$ cat config.mk
export PLATFORM = sky130hd
export DESIGN_NAME = uft_flow_timing
export DESIGN_NICKNAME = d
export VERILOG_FILES = /design/src/uft_flow_timing.v /design/src/uft_baud_gen.v
export VERILOG_INCLUDE_DIRS = /design/src
export SDC_FILE = /design/constraint.sdc
export NUM_CORES = 1
export LEC_CHECK = 0
export ABC_AREA = 0
export BUFFER_PORTS_ARGS = -buffer_cell sky130_fd_sc_hd__buf_2
export CAP_MARGIN = 5
export CORE_MARGIN = 5
export CORE_UTILIZATION = 50
export DETAILED_ROUTE_END_ITERATION = 10
export GPL_TIMING_DRIVEN = 0
export PLACE_DENSITY_LB_ADDON = 0.15
export SYNTH_ARGS = -nofsm -noshare
export SYNTH_HDL_FRONTEND = slang
export SYNTH_SLANG_ARGS = --single-unit
$ cat constraint.sdc
create_clock -name mclk_i -period 3.8 [get_ports mclk_i]
set_clock_uncertainty 0.05 [all_clocks]
set_input_delay 1.14 -clock mclk_i [delete_from_list [all_inputs] [get_ports mclk_i]]
set_output_delay 1.14 -clock mclk_i [all_outputs]
set_load 0.01 [all_outputs]
$ cat src/uft_defines.vh
// Constants for the serial element timing and flow-control block.
// Assumes counts are in baud ticks (16x clock) or receiver reference ticks.
`ifndef UFT_DEFINES_VH
`define UFT_DEFINES_VH
// Baud ticks from holding write to start bit (allowed 8..24)
`define UFT_START_TICKS 5'd16
// Baud ticks from start bit to holding-empty interrupt (allowed 8..10)
`define UFT_TX_HOLDING_EMPTY_TICKS 5'd9
// Baud ticks from start bit to transmit-ready active (at most 9)
`define UFT_TX_DMA_REQUEST_TICKS 5'd8
// Last baud tick count of a serial bit; a bit lasts 16 ticks
`define UFT_BIT_TICKS 4'd15
// Bits shifted out after the start bit: 8 data, stop
`define UFT_FRAME_BITS 4'd9
// Receiver reference ticks for normal and timeout interrupts
`define UFT_RX_IRQ_TICKS 4'd1
`define UFT_TMO_IRQ_TICKS 4'd9
// Receive trigger codes
`define UFT_TRIG_1 2'b00
`define UFT_TRIG_4 2'b01
`define UFT_TRIG_8 2'b10
`define UFT_TRIG_14 2'b11
// Modem control bit positions
`define UFT_MCR_DTR 0
`define UFT_MCR_RTS 1
`define UFT_MCR_OUT1 2
`define UFT_MCR_OUT2 3
// Receive FIFO level at which the 16th character is arriving
`define UFT_LEVEL_FULL15 5'd15
`endif

$ cat src/uft_flow_timing.v
// Transmit timing, interrupts, DMA ready, modem outputs and auto-RTS.
// Assumes all inputs are synchronous to mclk_i and strobes last one cycle.
`timescale 1ns/1ps
`default_nettype none
`include "uft_defines.vh"
module uft_flow_timing #(
  parameter [15:0] BAUD_DIVISOR = 16'd4
) (
  input wire mclk_i,
  input wire rst_b_i,
  input wire thr_write_i,
  input wire [7:0] thr_data_i,
  input wire iir_read_i,
  input wire msr_read_i,
  input wire mcr_write_i,
  input wire [3:0] mcr_data_i,
  input wire [3:0] modem_in_i,
  input wire fifo_enable_bit_i,
  input wire dma_mode_bit_i,
  input wire auto_rts_en_i,
  input wire [1:0] rx_trigger_i,
  input wire [4:0] rx_level_i,
  input wire rx_byte_done_i,
  input wire rx_first_data_bit_i,
  input wire rx_buffer_read_i,
  input wire rx_data_event_i,
  input wire rx_timeout_i,
  input wire rclk_tick_i,
  output reg serial_out_o,
  output reg interrupt_out_o,
  output reg tx_dma_request_n_o,
  output reg rx_dma_request_n_o,
  output reg rts_n_o,
  output reg dtr_n_o,
  output reg out1_n_o,
  output reg out2_n_o
);
  localparam [1:0] TX_IDLE = 2'd0, TX_WAIT = 2'd1, TX_SEND = 2'd2;
  // Receive trigger code to byte count
  function [4:0] trig_level;
    input [1:0] code;
    begin
      case (code)
        `UFT_TRIG_1: trig_level = 5'd1;
        `UFT_TRIG_4: trig_level = 5'd4;
        `UFT_TRIG_8: trig_level = 5'd8;
        default: trig_level = 5'd14;
      endcase
    end
  endfunction

  wire baud_tick, mode1, auto_rts, start_now, rx_need;
  reg [1:0] tx_state_q;
  reg [4:0] wait_cnt_q, post_cnt_q;
  reg [3:0] bit_tick_q, bit_cnt_q, modem_prev_q, rx_cnt_q, mcr_q;
  reg [8:0] shift_q;
  reg [7:0] hold_q;
  reg post_run_q, hold_full_q, tx_holding_empty_pend_q, tx_dma_request_q, msr_pend_q;
  reg rx_pend_q, rx_armed_q, rts_hold_q, modem_seen_q;
  // Write data is forwarded so the modem pins follow in one clock
  wire [3:0] mcr_now = mcr_write_i ? mcr_data_i : mcr_q;
  uft_baud_gen #(.DIVISOR(BAUD_DIVISOR)) u_baud (.mclk_i(mclk_i),
    .rst_b_i(rst_b_i), .tick_o(baud_tick));
  assign mode1 = fifo_enable_bit_i & dma_mode_bit_i;
  assign auto_rts = fifo_enable_bit_i & auto_rts_en_i;
  assign start_now = (tx_state_q == TX_WAIT) & baud_tick &
                     (wait_cnt_q == `UFT_START_TICKS - 5'd1);
  // Holding register: full on write, emptied when the start bit begins
  always @(posedge mclk_i or negedge rst_b_i) begin
    if (!rst_b_i) begin
      hold_q <= 8'h00;
      hold_full_q <= 1'b0;
    end else if (thr_write_i) begin
      hold_q <= thr_data_i;
      hold_full_q <= 1'b1;
    end else if (start_now) begin
      hold_full_q <= 1'b0;
    end
  end
  // Transmit sequencer; the wait fixes start at 16 ticks after a write
  always @(posedge mclk_i or negedge rst_b_i) begin
    if (!rst_b_i) begin
      tx_state_q <= TX_IDLE;
      wait_cnt_q <= 5'd0;
      bit_tick_q <= 4'd0;
      bit_cnt_q <= 4'd0;
      shift_q <= 9'h1ff;
      serial_out_o <= 1'b1;
    end else begin
      case (tx_state_q)
        TX_IDLE: begin
          serial_out_o <= 1'b1;
          wait_cnt_q <= 5'd0;
          if (hold_full_q || thr_write_i) begin
            tx_state_q <= TX_WAIT;
          end
        end
        TX_WAIT: begin
          if (start_now) begin
            serial_out_o <= 1'b0;
            shift_q <= {1'b1, hold_q};
            bit_tick_q <= 4'd0;
            bit_cnt_q <= 4'd0;
            tx_state_q <= TX_SEND;
          end else if (baud_tick) begin
            wait_cnt_q <= wait_cnt_q + 5'd1;
          end
        end
        TX_SEND: begin
          if (baud_tick) begin
            if (bit_tick_q == `UFT_BIT_TICKS) begin
              bit_tick_q <= 4'd0;
              if (bit_cnt_q == `UFT_FRAME_BITS) begin
                serial_out_o <= 1'b1;
                tx_state_q <= TX_IDLE;
              end else begin
                // LSB first, stop bit shifts in behind the data
                serial_out_o <= shift_q[0];
                shift_q <= {1'b1, shift_q[8:1]};
                bit_cnt_q <= bit_cnt_q + 4'd1;
              end
            end else begin
              bit_tick_q <= bit_tick_q + 4'd1;
            end
          end
        end
        default: begin
          tx_state_q <= TX_IDLE;
        end
      endcase
    end
  end
  // Ticks since start bit, drives holding-empty and DMA ready timing
  always @(posedge mclk_i or negedge rst_b_i) begin
    if (!rst_b_i) begin
      post_cnt_q <= 5'd0;
      post_run_q <= 1'b0;
    end else if (start_now) begin
      post_cnt_q <= 5'd0;
      post_run_q <= 1'b1;
    end else if (post_run_q && baud_tick) begin
      post_cnt_q <= post_cnt_q + 5'd1;
      if (post_cnt_q == `UFT_TX_HOLDING_EMPTY_TICKS - 5'd1) begin
        post_run_q <= 1'b0;
      end
    end
  end
  // Holding-empty pending; a new write both clears and blocks the set
  always @(posedge mclk_i or negedge rst_b_i) begin
    if (!rst_b_i) begin
      tx_holding_empty_pend_q <= 1'b0;
    end else if (post_run_q && baud_tick &&
                 post_cnt_q == `UFT_TX_HOLDING_EMPTY_TICKS - 5'd1 &&
                 !hold_full_q && !thr_write_i) begin
      tx_holding_empty_pend_q <= 1'b1;
    end else if (thr_write_i) begin
      tx_holding_empty_pend_q <= 1'b0;
    end else if (iir_read_i) begin
      tx_holding_empty_pend_q <= 1'b0;
    end
  end
  // Transmit ready: dropped by a write, restored 8 ticks after start
  always @(posedge mclk_i or negedge rst_b_i) begin
    if (!rst_b_i) begin
      tx_dma_request_q <= 1'b1;
    end else if (thr_write_i) begin
      tx_dma_request_q <= 1'b0;
    end else if (post_run_q && baud_tick &&
                 post_cnt_q == `UFT_TX_DMA_REQUEST_TICKS - 5'd1) begin
      tx_dma_request_q <= 1'b1;
    end
  end
  // Modem status change detect; set wins over the read clear
  // First clock after reset only primes the sample: no false change
  always @(posedge mclk_i or negedge rst_b_i) begin
    if (!rst_b_i) begin
      modem_prev_q <= 4'h0;
      msr_pend_q <= 1'b0;
      modem_seen_q <= 1'b0;
    end else begin
      modem_prev_q <= modem_in_i;
      modem_seen_q <= 1'b1;
      if (modem_seen_q && modem_in_i != modem_prev_q) begin
        msr_pend_q <= 1'b1;
      end else if (msr_read_i) begin
        msr_pend_q <= 1'b0;
      end
    end
  end
  // Receive interrupt delay counted in reference ticks: 1 or 9
  always @(posedge mclk_i or negedge rst_b_i) begin
    if (!rst_b_i) begin
      rx_cnt_q <= 4'd0;
      rx_armed_q <= 1'b0;
      rx_pend_q <= 1'b0;
    end else begin
      if (rx_data_event_i) begin
        rx_cnt_q <= `UFT_RX_IRQ_TICKS;
        rx_armed_q <= 1'b1;
      end else if (rx_timeout_i) begin
        rx_cnt_q <= `UFT_TMO_IRQ_TICKS;
        rx_armed_q <= 1'b1;
      end else if (rx_armed_q && rclk_tick_i) begin
        rx_cnt_q <= rx_cnt_q - 4'd1;
        if (rx_cnt_q == 4'd1) begin
          rx_armed_q <= 1'b0;
        end
      end
      if (rx_armed_q && rclk_tick_i && rx_cnt_q == 4'd1) begin
        rx_pend_q <= 1'b1;
      end else if (rx_buffer_read_i) begin
        rx_pend_q <= 1'b0;
      end
    end
  end
  // Single interrupt output from all pending sources
  always @(posedge mclk_i or negedge rst_b_i) begin
    if (!rst_b_i) begin
      interrupt_out_o <= 1'b0;
    end else begin
      interrupt_out_o <= tx_holding_empty_pend_q | msr_pend_q | rx_pend_q;
    end
  end
  // Mode 0 follows holder or one byte; mode 1 follows trigger level or pending receive interrupt
  assign rx_need = mode1 ? (rx_level_i >= trig_level(rx_trigger_i)) |
                           rx_pend_q : (rx_level_i != 5'd0);
  always @(posedge mclk_i or negedge rst_b_i) begin
    if (!rst_b_i) begin
      tx_dma_request_n_o <= 1'b1;
      rx_dma_request_n_o <= 1'b1;
    end else begin
      tx_dma_request_n_o <= ~(tx_dma_request_q & ~thr_write_i);
      rx_dma_request_n_o <= ~rx_need;
    end
  end
  // Modem control register; pins update on the same clock edge as the register
  always @(posedge mclk_i or negedge rst_b_i) begin
    if (!rst_b_i) begin
      mcr_q <= 4'h0;
    end else if (mcr_write_i) begin
      mcr_q <= mcr_data_i;
    end
  end
  // Auto-RTS hold: set on the strobe's clock edge; rts_n_o follows one clock later
  always @(posedge mclk_i or negedge rst_b_i) begin
    if (!rst_b_i) begin
      rts_hold_q <= 1'b0;
    end else if (!auto_rts) begin
      rts_hold_q <= 1'b0;
    end else if (rx_trigger_i != `UFT_TRIG_14 && rx_byte_done_i &&
                 rx_level_i + 5'd1 >= trig_level(rx_trigger_i)) begin
      rts_hold_q <= 1'b1;
    end else if (rx_trigger_i == `UFT_TRIG_14 && rx_first_data_bit_i &&
                 rx_level_i == `UFT_LEVEL_FULL15) begin
      rts_hold_q <= 1'b1;
    end else if (rx_buffer_read_i && rx_level_i == 5'd1) begin
      rts_hold_q <= 1'b0;
    end
  end
  // Modem pins, active low; write data is forwarded so no extra delay
  always @(posedge mclk_i or negedge rst_b_i) begin
    if (!rst_b_i) begin
      rts_n_o <= 1'b1;
      dtr_n_o <= 1'b1;
      out1_n_o <= 1'b1;
      out2_n_o <= 1'b1;
    end else begin
      rts_n_o <= ~(mcr_now[`UFT_MCR_RTS] & ~rts_hold_q);
      dtr_n_o <= ~mcr_now[`UFT_MCR_DTR];
      out1_n_o <= ~mcr_now[`UFT_MCR_OUT1];
      out2_n_o <= ~mcr_now[`UFT_MCR_OUT2];
    end
  end
endmodule // uft_flow_timing
`default_nettype wire

$ cat src/uft_baud_gen.v
// Baud generator: divides the system clock into a one-cycle 16x tick.
// Assumes the divisor is static after reset.
`timescale 1ns/1ps
`default_nettype none
module uft_baud_gen #(
  parameter [15:0] DIVISOR = 16'd4
) (
  input wire mclk_i,
  input wire rst_b_i,
  output reg tick_o
);
  reg [15:0] cnt_q;

  // Free-running down counter; tick on terminal count
  always @(posedge mclk_i or negedge rst_b_i) begin
    if (!rst_b_i) begin
      cnt_q <= 16'h0000;
      tick_o <= 1'b0;
    end else if (cnt_q == 16'h0000) begin
      cnt_q <= DIVISOR - 16'h0001;
      tick_o <= 1'b1;
    end else begin
      cnt_q <= cnt_q - 16'h0001;
      tick_o <= 1'b0;
    end
  end
endmodule // uft_baud_gen
`default_nettype wire

### Word level (Yosys, flattened, before mapping)

Index checks and enable logic that the tools add are counted.

| word-level totals | value |
|---|---|
| register bits | 83 |
| input port bits | 38 |
| logic and storage cells | 177 |

| cells by class | value |
|---|---|
| add/subtract/negate cells | 7 |
| order comparisons | 2 |
| eq/ne operators | 24 |
| mux-type cells | 59 |
| bitwise gates (word level) | 17 |
| reductions and logical operators | 39 |

Operators with widths:

| kind | number |
|---|---|
| 2-to-1 mux 4 bit | 10 |
| 2-to-1 mux 9 bit | 4 |
| 2-to-1 mux 1 bit | 27 |
| 2-to-1 mux 5 bit | 5 |
| case mux 9 bit (2 select lines) | 1 |
| zero test 16 bit | 1 |
| 2-to-1 mux 16 bit | 1 |
| case mux 4 bit (2 select lines) | 2 |
| nonzero test 2 bit | 8 |
| subtractor 16 x 1 -> 16 bit (second input constant) | 1 |
| adder 5 x 1 -> 5 bit (second input constant) | 3 |
| equality test 5 x 4 -> 1 bit (second input constant) | 3 |
| inequality test 2 bit (second input constant) | 7 |
| logical AND 1 bit | 13 |
| case mux 4 bit (3 select lines) | 1 |
| nonzero test 3 bit | 4 |
| greater-or-equal comparator 5 bit | 2 |
| 2-to-1 mux 2 bit | 5 |
| case mux 5 bit (2 select lines) | 1 |
| AND reduction 5 bit | 2 |
| adder 4 x 1 -> 4 bit (second input constant) | 2 |
| equality test 4 bit (second input constant) | 2 |
| NOT 1 bit | 8 |
| bitwise AND 1 bit | 6 |
| 19 further kinds | 29 |

### Depth between registers and ports, before layout

| logic depth | value |
|---|---|
| word-level depth | 7 |
| gate-level depth with buffers | 8 |
| gate-level depth less buffers | 7 |

### Modules after synthesis

A second synthesis with hierarchy kept.

| unflattened totals | value |
|---|---|
| cells, all modules | 383 |
| area total of the unflattened synthesis | 4,137.7 um2 |

By module, submodules not included:

| module | times used | cells each | area an instance (um2) | sequential area each (um2) |
|---|---|---|---|---|
| uft_flow_timing | 1 | 304 | 3,274.4 | 1,646.6 |
| uft_baud_gen | 1 | 79 | 863.3 | 425.4 |

### Least setup slack after synthesis

No wires, ideal clock.

| timing | value |
|---|---|
| path kind | in2reg |
| start | input port rx_level_i[0] |
| end | register rts_hold_q |
| setup time | 132 ps |
| data arrival time | 2,171 ps |
| slack | 1,447 ps |
| cell stages on the path | 6 |
| path through | inv_1 ha_1 ha_1 a21o_1 a211oi_1 o22ai_1 |

| between the ends | value |
|---|---|
| word-level cells in the longest chain between the ends | 5 |
| elaborated cells between the ends (all ways) | 11 |
| classes of those cells | add/sub: 1; order compare: 1; eq/ne: 3; mux: 3; reduce/logical: 3 |

RTL lines:

| element | line | RTL |
|---|---|---|
| start, declared | uft_flow_timing.v:22 | `input wire [4:0] rx_level_i,` |
| adder 5 x 1 -> 5 bit / equality test 5 x 4 -> 1 bit (equally long branches) | n/a |  |
| greater-or-equal comparator 5 bit / logical AND 1 bit (equally long branches) | n/a |  |
| logical AND 1 bit / 2-to-1 mux 1 bit (equally long branches) | uft_flow_timing.v:250, uft_flow_timing.v:253 |  |
| 2-to-1 mux 1 bit | uft_flow_timing.v:250 | `` end else if (rx_trigger_i != `UFT_TRIG_14 && rx_byte_done_i && `` |
| 2-to-1 mux 1 bit | uft_flow_timing.v:248 | `end else if (!auto_rts) begin` |
| end signal, assigned | uft_flow_timing.v:247 | `rts_hold_q <= 1'b0;` |
| end signal, assigned | uft_flow_timing.v:249 | `rts_hold_q <= 1'b0;` |
| end signal, assigned | uft_flow_timing.v:252 | `rts_hold_q <= 1'b1;` |
| end, declared | uft_flow_timing.v:59 | `reg rx_pend_q, rx_armed_q, rts_hold_q, modem_seen_q;` |

Several ways; a longest one is shown, not always the timed one.
A chain may end at the register's enable or synchronous reset.

### Final worst setup path

| timing | value |
|---|---|
| start | register wait_cnt_q[0] |
| end | register shift_q[2] |

| between the ends | value |
|---|---|
| word-level cells in the longest chain between the ends | 4 |

RTL lines:

| element | line | RTL |
|---|---|---|
| start, declared | uft_flow_timing.v:54 | `reg [4:0] wait_cnt_q, post_cnt_q;` |
| start signal, assigned | uft_flow_timing.v:106 | `wait_cnt_q <= wait_cnt_q + 5'd1;` |
| equality test 5 x 4 -> 1 bit | uft_flow_timing.v:67 | `` (wait_cnt_q == `UFT_START_TICKS - 5'd1); `` |
| bitwise AND 1 bit | uft_flow_timing.v:66 | `assign start_now = (tx_state_q == TX_WAIT) & baud_tick &` |
| inequality test 2 bit (no line) | n/a |  |
| AND reduction 5 bit (no line) | n/a |  |
| end signal, assigned | uft_flow_timing.v:101 | `shift_q <= {1'b1, hold_q};` |
| end signal, assigned | uft_flow_timing.v:119 | `shift_q <= {1'b1, shift_q[8:1]};` |
| end, declared | uft_flow_timing.v:56 | `reg [8:0] shift_q;` |

Every way passes these cells.

==> key figures <==
Run status
  • Status: complete, no violations

Synth
  • Ys Warns: 0
  • Synthesized netlist cell count: 378
  • Synth unique cells: 58
  • Post-synthesis async set-or-reset flop share: 100%
  • Syn Area/Cell: 10.8 µm²
  • #FFs+latches synth: 82
  • Sequential fraction of the synthesis area: 50.6%
  • EDFF count, synth: 0
  • Main synth FF type: dfrtp_1
  • Mapped Nets: 439
  • Mapped cell area: 4090 µm²

Clocking
  • CTS Buf Count: 9
  • Post_cts resized: 0
  • H-Tree Level Count: 3
  • Post-CTS setup buffer count: 0
  • Clk root buf: clkbuf_8
  • Hold_buf cts: 0
  • Clk_lat worst skew: 340 ps
  • CTS Buffer Depth: 2
  • CTS tree: yes
  • Worst-path clk slew: 80 ps
  • Number of clock sinks: 82

Global routing
  • First-pass GRT wire length: 12700 µm
  • GRT Overall Usage: 15.7%
  • Vias in the first global route: 2770
  • Largest net degree at the start of global routing: 68
  • Initial antenna violation count: 0
  • Grt total ovfl: 0

Timing
  • Final TNS setup: 0 ps
  • Final Cycle Share: 60.6%
  • Final Hold Viols: 0
  • Final setup fails: 0
  • Final min period: 2300 ps
  • Worst-Margin Slew: 555 ps
  • RSZ-0062 raised after global routing: no
  • Max Clock Freq: 435 MHz
  • Max-slew violations: 0
  • Max_slew headroom: 62.9%

Die
  • Chip width: 100 µm
  • Die H: 100 µm
  • Die ar.: 10100 µm²
  • IO Pins: 46
  • Rows: 33
  • Core footprint: 8090 µm²
  • Initial Util: 50.6%

Place
  • Dpl hpwl: 5420 µm
  • PortBufs: 45
  • Routability cong.: 0.780

Worst setup path
  • CP Launch Type: flop
  • Worst Path Max Fanout: 10
  • Worst setup path category: flop to flop
  • Worst path arrival time: 2520 ps
  • Worst Path Required: 4020 ps
  • Cells on worst reg2reg path: 8
  • Critical path endpoint category: flop

Route
  • Routed WL: 7340 µm
  • Drt pass-1 iters: 4
  • DR iter-0 viols: 69
  • Drc violations: 0
  • Vias per std cell: 5.13
  • Wire per inst: 13.5 µm
  • DRT antenna net count: 0
  • Vias: 2795

Min path
  • Hold depth: 1
  • Hold Crit Class: flop to flop

Cells and area
  • Share of cells above drive strength 1: 25.7%
  • Sequential Area: 2070 µm²
  • Syn-to-layout area delta: 14.0%
  • # nets final: 496
  • Filler instances: 720
  • ANT cells: 0
  • Fin util: 57.7%
  • Multi-input logic area: 1830 µm²

Pwr
  • Pleak: 2.25 nW
  • Pwr dens: 428 nW/µm²
  • Max VDD drop: 0.000201 V

Run
  • Max Cap Violations: 0
-- metal layers --
layer  global-route usage [%]  routed length, µm  share of wire [%]  up-vias
met5                        0                  0                  0        -
met4                     6.42                 99                1.3        0
met3                     3.81                377                5.1       11
met2                     23.5               3370                 46       43
met1                     22.0               3490                 48     1333
li1                         -                  -                  -     1408
-- where the power goes --
group	internal [mW]	switching, mW	total [mW]
sequential	1.01	0.0705	1.08
clock	0.299	0.300	0.599
combinational	0.161	0.156	0.317
total	1.47	0.526	2.00
-- Yosys cell counts (all sizes together) (3+ instances only) --
cell	count	area [µm²]
nand2	39	146
mux2	17	191
xor2	17	149
a21o	4	30.0
o31ai	3	22.5
and3	4	25.0
nor2	35	134
a21oi	11	55.1
a41oi	3	26.3
dfstp	16	420
xnor2	7	61.3
nand2b	9	63.8
buf	8	71.3
nand3	9	45.0
inv	29	109
mux2i	9	90.1
nor2b	3	18.8
nand4	6	37.5
o21ai	10	50.1
ha	23	288
o22ai	3	18.8
nor3	10	65.1
a22o	5	43.8
nor4	3	18.8
dfrtp	66	1650
-- state kept, by name, indices dropped and copies added, names as in the netlist, 2 cells and up --
signal and count:
mcr_q 4, modem_prev_q 4, hold_q 8, bit_tick_q 4
rx_cnt_q 4, post_cnt_q 5, u_baud.cnt_q 16, tx_state_q 2
shift_q 8, wait_cnt_q 5, bit_cnt_q 4
-- per-stage QoR --
stage	hold WS [ps]	instance area (µm²)	setup WS [ps]	power (mW)	instances
6_report	360	4670	1500	2.00	545
5_1_grt	393	4670	1320	2.12	545
4_1_cts	368	4670	1450	2.02	545
3_5_place_dp	353	4480	1140	1.42	529
3_3_place_gp	343	4450	915	1.40	528
2_1_floorplan	332	4090	1450	1.30	378
-- worst max-delay path, stage by stage (launching register included) --
cell	delay, ps
dfrtp_1	410
ha_1	180
and3_1	170
ha_1	250
nand3b_4	120
nor2_2	290
o21a_1	240
buf_6	160
mux2_2	340
-- kinds of logic after synthesis --
group / share of synthesized area, %
compound gates: 9.20
xor+xnor: 5.13
fa+ha+maj: 7.03
buf+inv: 4.58
flops: 50.6
mux: 6.88
other cells: 0.0916
simple gates: 16.5
-- cells in the final DEF (no fill, tap or decap), drive strengths merged, types with 4 or more instances in the layout --
master  count
a21o        4
a21oi      11
a22o        5
and3        4
buf        54
clkbuf     12
clkinv      4
dfrtp      66
dfstp      16
ha         23
inv        29
mux2       17
mux2i       9
nand2      39
nand2b      9
nand3       9
nand4       6
nor2       35
nor3       10
o21ai      10
xnor2       7
xor2       17
-- path summary, 6_finish.rpt --
kind,start,to,slack [ps]
hold / removal,mcr_q[2]$_DFF_PN0_,out1_n_o$_DFF_PN1_,360
setup / recovery,wait_cnt_q[0]$_DFFE_PN0P_,shift_q[2]$_DFFE_PN1P_,1500
min in group asynchronous,rst_b_i,post_cnt_q[4]$_DFFE_PN0P_,600
hold reg to reg,mcr_q[2]$_DFF_PN0_,out1_n_o$_DFF_PN1_,360
setup reg to reg,wait_cnt_q[0]$_DFFE_PN0P_,shift_q[2]$_DFFE_PN1P_,1500
max in group asynchronous,rst_b_i,shift_q[1]$_DFFE_PN1P_,2470
-- layout make-up --
class                   count  area share [%]
plain buffers              10            1.69
clock buffers              10            2.74
clock inverters             6            1.23
inverters                  29            2.33
multi-input cells         257            39.3
flip-flops and latches     82            44.4
well taps                 105            2.82
repair buffers             46            5.47
No activity file was read; power rests on OpenSTA's default activity.
